`src/efc_pkg.sv`:
```
// Purpose: shared constants of the embedded flash command controller
// Assumes: AXI4-Lite byte addresses inside the memory controller window
// Notes: offsets are the low byte of the address
package efc_pkg;
   // =========================================================
   // Register map
   localparam logic [7:0] FLASH_MODE_FIRST = 8'h60;
   localparam logic [7:0] FLASH_COMMAND_FIRST = 8'h64;
   localparam logic [7:0] FLASH_STATUS_FIRST = 8'h68;
   localparam logic [7:0] FLASH_MODE_SECOND = 8'h70;
   localparam logic [7:0] FLASH_COMMAND_SECOND = 8'h74;
   localparam logic [7:0] FLASH_STATUS_SECOND = 8'h78;
   localparam logic [7:0] RESERVED_FIRST = 8'h6C;
   localparam logic [7:0] RESERVED_SECOND = 8'h7C;
   localparam logic [31:0] MODE_RESET = 32'h0000_0000;
   localparam logic [31:0] MODE_MASK = 32'h00FF_038D;
   // =========================================================
   // Mode fields
   localparam int READY_IE_BIT = 0;
   localparam int LOCK_IE_BIT = 2;
   localparam int PROG_IE_BIT = 3;
   localparam int SKIP_ERASE_BIT = 7;
   localparam int WS_LSB = 8;
   localparam int MCYC_LSB = 16;
   // =========================================================
   // Command fields
   localparam int KEY_LSB = 24;
   localparam int PAGE_LSB = 8;
   localparam logic [7:0] CMD_KEY = 8'h5A;
   localparam int REGION_LSB = 6;
   localparam logic [3:0] CMD_NOP = 4'h0;
   localparam logic [3:0] CMD_WRITE_PAGE = 4'h1;
   localparam logic [3:0] CMD_SET_LOCK = 4'h2;
   localparam logic [3:0] CMD_WRITE_PAGE_LOCK = 4'h3;
   localparam logic [3:0] CMD_CLEAR_LOCK = 4'h4;
   localparam logic [3:0] CMD_ERASE_ALL = 4'h8;
   localparam logic [3:0] CMD_SET_GP_BIT = 4'hB;
   localparam logic [3:0] CMD_CLEAR_GP_BIT = 4'hD;
   localparam logic [3:0] CMD_SET_SECURE = 4'hF;
   // =========================================================
   // Status fields
   localparam int ST_READY_BIT = 0;
   localparam int ST_LOCK_ERR_BIT = 2;
   localparam int ST_PROG_ERR_BIT = 3;
   localparam int ST_SECURE_BIT = 4;
   localparam int ST_GP_LSB = 8;
   localparam int ST_LOCK_LSB = 16;
   localparam int GP_BITS = 3;
   localparam logic [9:0] GP_COUNT = 10'h003;
   // =========================================================
   // AXI responses
   localparam logic [1:0] RESP_OKAY = 2'h0;
   localparam logic [1:0] RESP_SLVERR = 2'h2;
endpackage

```
`src/efc_ctrl.sv`:
```
// Purpose: flash command controller, one or two instances, AXI4-Lite
// Assumes: flash array timing is modelled only by the operation timer
// Notes: a keyed command written while busy is ignored; a bad key still flags an error
`timescale 1ns/1ps
`default_nettype none
// Function
// - Mode bits 0,2,3 enable three interrupts
// - Mode bit 7 skips erase before programming
// - Wait states set read/write access cycles
// - Command acts only with key 0x5A
// - Four-bit command code decode
// - Code zero is no operation, no error
// - Reserved code sets programming error
// - Write-then-lock locks region after programming
// - Erase all refused if any region locked
// - Page field meaning depends on command
// - Status bit 0 shows ready
// - Lock error sticky, cleared by status read
// - Status bit 3 flags bad key/code
// - Status bit 4 shows security bit
// - Status bits 8-10 show NVM bits
// - Status bits 16-31 show region locks
// - Small variant lacks lock regions 8-15
// - Instances at 0x60-0x68 and 0x70-0x78
// - Second instance lacks security and NVM
// - Valid command clears ready until done
// - Ready raises interrupt when enabled
module efc_ctrl
#(
   parameter bit SECOND_PRESENT = 1'b1,
   parameter int LOCK_REGIONS = 16,
   parameter logic [15:0] ERASE_UNITS = 16'h0004,
   parameter logic [15:0] PROG_UNITS = 16'h0004,
   parameter logic [15:0] LOCK_UNITS = 16'h0002,
   parameter logic [15:0] ERASE_ALL_UNITS = 16'h0008,
   parameter logic [15:0] NVM_UNITS = 16'h0002
)
(
   input wire logic aclk,
   input wire logic aresetn,
   input wire logic [7:0] s_axi_awaddr,
   input wire logic s_axi_awvalid,
   output logic s_axi_awready,
   input wire logic [31:0] s_axi_wdata,
   input wire logic [3:0] s_axi_wstrb,
   input wire logic s_axi_wvalid,
   output logic s_axi_wready,
   output logic [1:0] s_axi_bresp,
   output logic s_axi_bvalid,
   input wire logic s_axi_bready,
   input wire logic [7:0] s_axi_araddr,
   input wire logic s_axi_arvalid,
   output logic s_axi_arready,
   output logic [31:0] s_axi_rdata,
   output logic [1:0] s_axi_rresp,
   output logic s_axi_rvalid,
   input wire logic s_axi_rready,
   output logic irq_first,
   output logic irq_second,
   output logic [2:0] read_cycles_first,
   output logic [2:0] read_cycles_second
);
   import efc_pkg::*;

   typedef struct packed {
      logic aw_got;
      logic w_got;
      logic [7:0] awaddr;
      logic [31:0] wdata;
      logic [3:0] wstrb;
      logic bvalid;
      logic [1:0] bresp;
      logic rvalid;
      logic [1:0] rresp;
      logic [31:0] rdata;
      logic [1:0][31:0] mode;
      logic [1:0] active;
      logic [1:0] start;
      logic [1:0][15:0] units;
      logic [1:0][3:0] op;
      logic [1:0][9:0] page;
      logic [1:0] lock_err;
      logic [1:0] prog_err;
      logic [1:0] security;
      logic [1:0][GP_BITS-1:0] gpnvm;
      logic [1:0][15:0] locks;
   } efc_state_t;

   efc_state_t state_reg;
   efc_state_t state_next;
   logic [1:0] tmr_busy;
   logic [1:0] tmr_done;
   logic [1:0] inst_on;
   logic [1:0] cmd_wr;
   logic [1:0] mode_wr;
   logic [1:0] stat_rd;
   logic [1:0][31:0] status;
   logic [15:0] lock_mask;
   logic [31:0] strb_mask;
   logic wr_fire;
   logic rd_fire;
   logic wr_mapped;
   logic rd_mapped;

   // =========================================================
   // Helpers
   function automatic logic [2:0] write_cycles(input logic [1:0] ws);
      write_cycles = (ws == 2'h3) ? 3'h4 : {1'b0, ws} + 3'h2;
   endfunction

   function automatic logic [1:0] wait_field(input logic [31:0] m);
      wait_field = m[WS_LSB +: 2];
   endfunction

   assign inst_on = {SECOND_PRESENT, 1'b1};
   // Small variant: regions numbered LOCK_REGIONS and up are absent
   assign lock_mask = 16'hFFFF >> (16 - LOCK_REGIONS);

   // =========================================================
   // Status words
   always_comb
   begin
      for (int i = 0; i < 2; i++)
      begin
         status[i] = '0;
         status[i][ST_READY_BIT] = !state_reg.active[i];
         status[i][ST_LOCK_ERR_BIT] = state_reg.lock_err[i];
         status[i][ST_PROG_ERR_BIT] = state_reg.prog_err[i];
         if (i == 0)
         begin
            status[i][ST_SECURE_BIT] = state_reg.security[i];
            status[i][ST_GP_LSB +: GP_BITS] = state_reg.gpnvm[i];
         end
         status[i][ST_LOCK_LSB +: 16] = state_reg.locks[i] & lock_mask;
      end
   end

   // =========================================================
   // Bus decode, one write and one read in flight
   assign s_axi_awready = !state_reg.aw_got && !state_reg.bvalid;
   assign s_axi_wready = !state_reg.w_got && !state_reg.bvalid;
   assign s_axi_arready = !state_reg.rvalid;
   assign wr_fire = state_reg.aw_got && state_reg.w_got && !state_reg.bvalid;
   assign rd_fire = s_axi_arvalid && s_axi_arready;

   always_comb
   begin
      for (int i = 0; i < 4; i++)
      begin
         strb_mask[i*8 +: 8] = {8{state_reg.wstrb[i]}};
      end
      mode_wr[0] = wr_fire && state_reg.awaddr == FLASH_MODE_FIRST;
      mode_wr[1] = wr_fire && state_reg.awaddr == FLASH_MODE_SECOND
         && SECOND_PRESENT;
      // A command needs all four lanes so the key lands with the code
      cmd_wr[0] = wr_fire && state_reg.awaddr == FLASH_COMMAND_FIRST
         && state_reg.wstrb == 4'hF;
      cmd_wr[1] = wr_fire && state_reg.awaddr == FLASH_COMMAND_SECOND
         && state_reg.wstrb == 4'hF && SECOND_PRESENT;
      wr_mapped = state_reg.awaddr == FLASH_MODE_FIRST
         || state_reg.awaddr == FLASH_COMMAND_FIRST
         || state_reg.awaddr == FLASH_STATUS_FIRST
         || state_reg.awaddr == RESERVED_FIRST
         || (SECOND_PRESENT && state_reg.awaddr[7:4] == FLASH_MODE_SECOND[7:4]
            && state_reg.awaddr[1:0] == 2'h0);
      stat_rd[0] = rd_fire && s_axi_araddr == FLASH_STATUS_FIRST;
      stat_rd[1] = rd_fire && s_axi_araddr == FLASH_STATUS_SECOND
         && SECOND_PRESENT;
      rd_mapped = (s_axi_araddr[7:4] == FLASH_MODE_FIRST[7:4]
         || (SECOND_PRESENT && s_axi_araddr[7:4] == FLASH_MODE_SECOND[7:4]))
         && s_axi_araddr[1:0] == 2'h0;
   end

   // =========================================================
   // Next state
   always_comb
   begin
      logic [3:0] code;
      logic [9:0] pg;
      logic [3:0] rg;
      code = state_reg.wdata[3:0];
      pg = state_reg.wdata[PAGE_LSB +: 10];
      rg = '0;
      state_next = state_reg;
      state_next.start = '0;
      if (s_axi_awvalid && s_axi_awready)
      begin
         state_next.aw_got = 1'b1;
         state_next.awaddr = s_axi_awaddr;
      end
      if (s_axi_wvalid && s_axi_wready)
      begin
         state_next.w_got = 1'b1;
         state_next.wdata = s_axi_wdata;
         state_next.wstrb = s_axi_wstrb;
      end
      if (wr_fire)
      begin
         state_next.aw_got = 1'b0;
         state_next.w_got = 1'b0;
         state_next.bvalid = 1'b1;
         state_next.bresp = wr_mapped ? RESP_OKAY : RESP_SLVERR;
      end
      if (state_reg.bvalid && s_axi_bready)
         state_next.bvalid = 1'b0;
      if (rd_fire)
      begin
         state_next.rvalid = 1'b1;
         state_next.rresp = rd_mapped ? RESP_OKAY : RESP_SLVERR;
         case (s_axi_araddr)
            FLASH_MODE_FIRST: state_next.rdata = state_reg.mode[0];
            FLASH_STATUS_FIRST: state_next.rdata = status[0];
            FLASH_MODE_SECOND: state_next.rdata = state_reg.mode[1];
            FLASH_STATUS_SECOND: state_next.rdata = status[1];
            default: state_next.rdata = '0;
         endcase
      end
      if (state_reg.rvalid && s_axi_rready)
         state_next.rvalid = 1'b0;

      for (int i = 0; i < 2; i++)
      begin
         // Clear on read first so a same-cycle event below wins
         if (stat_rd[i])
         begin
            state_next.lock_err[i] = 1'b0;
            state_next.prog_err[i] = 1'b0;
         end
         if (mode_wr[i])
            state_next.mode[i] = (state_reg.mode[i] & ~strb_mask)
               | (state_reg.wdata & strb_mask & MODE_MASK);
         // Operation finished
         if (tmr_done[i])
         begin
            rg = state_reg.page[i][REGION_LSB +: 4];
            state_next.active[i] = 1'b0;
            case (state_reg.op[i])
               CMD_WRITE_PAGE_LOCK:
               begin
                  state_next.active[i] = 1'b1;
                  state_next.op[i] = CMD_SET_LOCK;
                  state_next.units[i] = LOCK_UNITS;
                  state_next.start[i] = 1'b1;
               end
               CMD_SET_LOCK: state_next.locks[i][rg] = lock_mask[rg];
               CMD_CLEAR_LOCK: state_next.locks[i][rg] = 1'b0;
               CMD_SET_GP_BIT:
                  if (i == 0 && state_reg.page[i] < GP_COUNT)
                     state_next.gpnvm[i][state_reg.page[i][1:0]] = 1'b1;
               CMD_CLEAR_GP_BIT:
                  if (i == 0 && state_reg.page[i] < GP_COUNT)
                     state_next.gpnvm[i][state_reg.page[i][1:0]] = 1'b0;
               CMD_SET_SECURE:
                  if (i == 0)
                     state_next.security[i] = 1'b1;
               default: state_next.op[i] = state_reg.op[i];
            endcase
         end
         // Command write
         if (cmd_wr[i])
         begin
            rg = pg[REGION_LSB +: 4];
            if (state_reg.wdata[KEY_LSB +: 8] != CMD_KEY)
               state_next.prog_err[i] = 1'b1;
            else if (!state_reg.active[i])
            begin
               case (code)
                  CMD_NOP: state_next.op[i] = state_reg.op[i];
                  CMD_WRITE_PAGE, CMD_WRITE_PAGE_LOCK:
                     if (state_reg.locks[i][rg] && lock_mask[rg])
                        state_next.lock_err[i] = 1'b1;
                     else
                     begin
                        state_next.start[i] = 1'b1;
                        state_next.units[i] =
                           state_reg.mode[i][SKIP_ERASE_BIT] ? PROG_UNITS
                           : PROG_UNITS + ERASE_UNITS;
                     end
                  CMD_SET_LOCK, CMD_CLEAR_LOCK:
                  begin
                     state_next.start[i] = 1'b1;
                     state_next.units[i] = LOCK_UNITS;
                  end
                  CMD_ERASE_ALL:
                     if (|(state_reg.locks[i] & lock_mask))
                        state_next.lock_err[i] = 1'b1;
                     else
                     begin
                        state_next.start[i] = 1'b1;
                        state_next.units[i] = ERASE_ALL_UNITS;
                     end
                  CMD_SET_GP_BIT, CMD_CLEAR_GP_BIT, CMD_SET_SECURE:
                  begin
                     state_next.start[i] = 1'b1;
                     state_next.units[i] = NVM_UNITS;
                  end
                  default: state_next.prog_err[i] = 1'b1;
               endcase
               if (state_next.start[i])
               begin
                  state_next.active[i] = 1'b1;
                  state_next.op[i] = code;
                  state_next.page[i] = pg;
               end
            end
         end
      end
   end

   always_ff @(posedge aclk)
   begin
      if (!aresetn)
      begin
         state_reg <= '0;
         state_reg.mode <= {MODE_RESET, MODE_RESET};
      end
      else
      begin
         state_reg <= state_next;
      end
   end

   // =========================================================
   // Operation timers
   for (genvar g = 0; g < 2; g++)
   begin : g_tmr
      efc_timer u_timer
      (
         .aclk(aclk),
         .aresetn(aresetn && inst_on[g]),
         .start(state_reg.start[g]),
         .units(state_reg.units[g]),
         .unit_cycles(state_reg.mode[g][MCYC_LSB +: 8]),
         .extra_cycles(write_cycles(wait_field(state_reg.mode[g]))),
         .busy(tmr_busy[g]),
         .done(tmr_done[g])
      );
   end

   // =========================================================
   // Outputs
   assign s_axi_bvalid = state_reg.bvalid;
   assign s_axi_bresp = state_reg.bresp;
   assign s_axi_rvalid = state_reg.rvalid;
   assign s_axi_rresp = state_reg.rresp;
   assign s_axi_rdata = state_reg.rdata;
   assign irq_first = |(status[0][3:0] & state_reg.mode[0][3:0]);
   assign irq_second = |(status[1][3:0] & state_reg.mode[1][3:0])
      && SECOND_PRESENT;
   assign read_cycles_first = {1'b0, wait_field(state_reg.mode[0])}
      + 3'h1;
   assign read_cycles_second = {1'b0, wait_field(state_reg.mode[1])}
      + 3'h1;

   logic [3:0] code_of0;
   assign code_of0 = state_reg.wdata[3:0];
endmodule
`default_nettype wire

```
`src/efc_timer.sv`:
```
// Purpose: operation timer, counts units of microsecond_cycles clocks
// Assumes: start only while idle
// Notes: done is a one-cycle pulse from a flip-flop
`timescale 1ns/1ps
`default_nettype none
module efc_timer
(
   input wire logic aclk,
   input wire logic aresetn,
   input wire logic start,
   input wire logic [15:0] units,
   input wire logic [7:0] unit_cycles,
   input wire logic [2:0] extra_cycles,
   output logic busy,
   output logic done
);
   import efc_pkg::*;

   typedef struct packed {
      logic busy;
      logic done;
      logic [15:0] ucnt;
      logic [8:0] cyc;
   } efc_tmr_t;

   efc_tmr_t state_reg;
   efc_tmr_t state_next;
   logic [8:0] tick;

   // A zero count is legal only for very slow clocks; treat it as one
   always_comb
   begin
      tick = (unit_cycles == 8'h00) ? 9'h001 : {1'b0, unit_cycles};
      state_next = state_reg;
      state_next.done = 1'b0;
      if (start)
      begin
         state_next.busy = 1'b1;
         state_next.ucnt = (units == 16'h0000) ? 16'h0001 : units;
         state_next.cyc = tick + {6'h00, extra_cycles};
      end
      else if (state_reg.busy)
      begin
         if (state_reg.cyc <= 9'h001)
         begin
            if (state_reg.ucnt == 16'h0001)
            begin
               state_next.busy = 1'b0;
               state_next.done = 1'b1;
            end
            else
            begin
               state_next.ucnt = state_reg.ucnt - 16'h0001;
               state_next.cyc = tick;
            end
         end
         else
         begin
            state_next.cyc = state_reg.cyc - 9'h001;
         end
      end
   end

   always_ff @(posedge aclk)
   begin
      if (!aresetn)
         state_reg <= '0;
      else
         state_reg <= state_next;
   end

   assign busy = state_reg.busy;
   assign done = state_reg.done;
endmodule
`default_nettype wire

```
`config.mk`:
```
export PLATFORM = sky130hd
export DESIGN_NAME = efc_ctrl
export DESIGN_NICKNAME = d
export VERILOG_FILES = /design/src/efc_pkg.sv /design/src/efc_ctrl.sv /design/src/efc_timer.sv
export SDC_FILE = /design/constraint.sdc
export NUM_CORES = 1
export LEC_CHECK = 0
export BUFFER_PORTS_ARGS = -buffer_cell sky130_fd_sc_hd__clkbuf_2
export CAP_MARGIN = 20
export CORE_ASPECT_RATIO = 0.7
export CORE_MARGIN = 4
export CORE_UTILIZATION = 41
export DETAILED_ROUTE_END_ITERATION = 7
export GPL_TIMING_DRIVEN = 1
export PLACE_DENSITY_LB_ADDON = 0.05
export SLEW_MARGIN = 10
export SYNTH_ARGS = -nofsm -noshare
export SYNTH_HDL_FRONTEND = slang
export SYNTH_SLANG_ARGS = --single-unit
export TNS_END_PERCENT = 20
```
`constraint.sdc`:
```
create_clock -name aclk -period 5.95 [get_ports aclk]
set_input_delay 0 -clock aclk [delete_from_list [all_inputs] [get_ports aclk]]
set_output_delay 0 -clock aclk [all_outputs]
set_load 0.02 [all_outputs]
```
==> impl_metrics.json <==
{
  "top_layer_used": "met4",
  "overflow": 0,
  "finClkSkew_ps": 9.59,
  "clock-sinks": 295,
  "final_util_pct": 48.5,
  "cts_tree": "built",
  "hold_class": "primary input to register",
  "rr_worst_depth": 6,
  "die_h_um": 163,
  "synth_area_um2": 14100,
  "antenna_found_initial": 0,
  "yosysSeqAreaShare_pct": 41.9,
  "rows": 56,
  "rrSetupSlack_ps": 2890,
  "final_nets": 1833,
  "gr-usage-all-layers_pct": 21.7,
  "layout-drive-gt1-share_pct": 12.3,
  "area_growth_syn_to_layout_pct": 16.1,
  "io_buffers": 102,
  "crit_required_ps": 6390,
  "whs_ps": 45.8,
  "grt_pass1_vias": 11695,
  "dp_slack_ps": 2880,
  "met1_length_mm": 21.5,
  "synth_most_common_cell": "dfxtp_1",
  "die_w_um": 230,
  "root_buffer": "clkbuf_16",
  "rr_endpoint": "g_tmr[1].u_timer.state_reg[11]$_SDFFE_PN0P_",
  "grt_pass1_wl_mm": 66.3,
  "fillers": 3227,
  "path_class": "register to register",
  "synth-async-reset-ratio_pct": 0,
  "ys_warn_count": 0,
  "p_per_area_nw_per_um2": 261,
  "cts_buffers": 30,
  "critPathArrivalTime_ps": 3500,
  "routed-wl-met3_mm": 2.03,
  "io_pins": 108,
  "synth_cells": 1674,
  "clock.fmax_ghz": 0.327,
  "ys_seq_elements": 295,
  "relSlewSlack_pct": 33.6,
  "coreArea_um2": 33700,
  "drt-total-wl_mm": 41.5,
  "vdd_drop_max_v": 0.000210,
  "fin_tns_setup_ps": 0,
  "ant_nets": 0,
  "yosys.area.top_type_share_pct": 41.9,
  "route.detailed.drc": 0,
  "maxCapViolCount": 0,
  "dr.pass1.iters": 5,
  "status": "finished clean",
  "yosys-top-cells-count": "dfxtp_1, nand2_1, nor2_1",
  "yosysTopAreaCell": "dfxtp_1",
  "start_util_pct": 41.8,
  "avgRoutedWirePerCell_um": 18.5,
  "ctsLongestPathBuffers": 3,
  "via_per_inst": 5.49,
  "fin_crit_ps": 3060,
  "p_leak_nw": 6.40,
  "slew_viol_final": 0,
  "hpwl_mm": 28.7,
  "setup_slack_ps": 2890,
  "total_power_mw": 4.28,
  "endpoint_kind": "register",
  "synthTopCellsByArea": "dfxtp_1, nand2_1, a21oi_1",
  "hold_depth": 5,
  "syn-mean-instance-area_um2": 8.42,
  "h-tree-depth": 1,
  "vias": 12324,
  "grt_max_degree": 81,
  "worstHoldEndpoint": "s_axi_rdata[19]$_SDFFE_PN0P_",
  "die_area_um2": 37400,
  "drtIter0Drc": 1011,
  "min-delay-start": "s_axi_arvalid",
  "ys_types": 76,
  "crit_path_max_fanout": 12,
  "gp_congestion": 0.846,
  "cts_setup_buffers": 0,
  "period_share_pct": 51.4,
  "synth_flop_cell": "dfxtp_1",
  "synth_edf_count": 0,
  "rsz0062_at_grt": "no",
  "clk_pin_slew_ps": 60,
  "report.final.hold_viol_count": 0,
  "dr_wl_met2_mm": 16.9,
  "cp-start-kind": "register",
  "worstMarginPinSlew_ps": 991,
  "clk_latency_ps": 570,
  "r2r_start": "g_tmr[1].u_timer.state_reg[2]$_SDFFE_PN0P_",
  "setup_violations": 0
}
## placed cells by master (no fill, tap or decap), types with 10 or more instances in the layout
master	count
mux2i_1	62
and3_1	31
nand3b_1	13
nor3_1	66
a211oi_1	16
nor2_1	169
dfxtp_1	295
and2_1	41
nor4_1	34
nand2_1	227
a22o_1	13
nor2b_1	10
clkbuf_16	31
buf_4	12
a21oi_1	143
ha_1	18
o21ai_0	75
nand4_1	12
nand3_1	52
clkbuf_2	102
mux4_2	25
dlygate4sd3_1	67
a31oi_1	13
inv_1	38
nand2b_1	10
## metal layers
metal,vias to the layer above,global-route usage (%)
met1,5843,33.7
met2,319,31.4
met5,-,0
met3,68,3.23
li1,6094,-
met4,0,5.56
## critical path: stages, from the launching register on
cell and delay [ps]:
dfxtp_1 350, nor3_1 550, nand4b_1 560, a211oi_1 690
nor2_1 380, a222oi_1 340, nor2_1 60
## report_power, final
group          switching (mW)  leakage (nW)  internal [mW]  total [mW]
Combinational           0.132          3.51         0.0916       0.223
Sequential             0.0353          2.38           2.00        2.03
Clock                   0.820         0.509           1.20        2.02
## how the worst max path moves through the flow
stage / startpoint / endpoint / slack [ps] / cells past startpoint
6_report: g_tmr[1].u_timer.state_reg[2]$_SDFFE_PN0P_ / g_tmr[1].u_timer.state_reg[11]$_SDFFE_PN0P_ / 2890 / 6
5_1_grt: g_tmr[1].u_timer.state_reg[2]$_SDFFE_PN0P_ / g_tmr[1].u_timer.state_reg[11]$_SDFFE_PN0P_ / 2500 / 6
4_1_cts: state_reg[211]$_SDFFE_PN0P_ / state_reg[106]$_SDFF_PN0_ / 2850 / 5
3_5_place_dp: state_reg[211]$_SDFFE_PN0P_ / state_reg[106]$_SDFF_PN0_ / 2880 / 5
3_3_place_gp: state_reg[211]$_SDFFE_PN0P_ / state_reg[106]$_SDFF_PN0_ / 2960 / 5
2_1_floorplan: s_axi_bvalid$_SDFFE_PP0P_ / state_reg[79]$_SDFF_PN0_ / 3540 / 7
## metrics by stage
stage	instances	area [µm²]
2_1_floorplan	1675	14100
3_3_place_gp	2118	14600
3_5_place_dp	2119	14600
4_1_cts	2242	16400
5_1_grt	2242	16400
6_report	2243	16400
## final cells by class
cell class	instances	area [µm²]	area share, %
clock buffer	43	881	5.39
tap	464	581	3.55
multi-input combinational	1207	7390	45.2
clock inverter	13	175	1.07
antenna	1	2.50	0.0153
inverter	39	151	0.926
sequential	295	5910	36.1
timing repair buffer	181	1270	7.77
## what timing repair did
item,in CTS,in global routing
endpoints found under the setup margin,0,0
hold buffers,67,0
gates resized for setup,0,0
hold endpoints to repair,95,0
## logic make-up (layout without fill, tap and decap cells)
family	after synthesis	count (layout)	synth area share, %
simple gates	734	734	25.8
xor+xnor	14	14	0.870
mux	90	90	8.64
fa+ha+maj	20	20	1.88
buf+inv	173	276	5.73
flops	295	295	41.9
compound gates	347	347	15.1
other cells	1	3	0.0266
No activity file was read; power rests on OpenSTA's default activity.
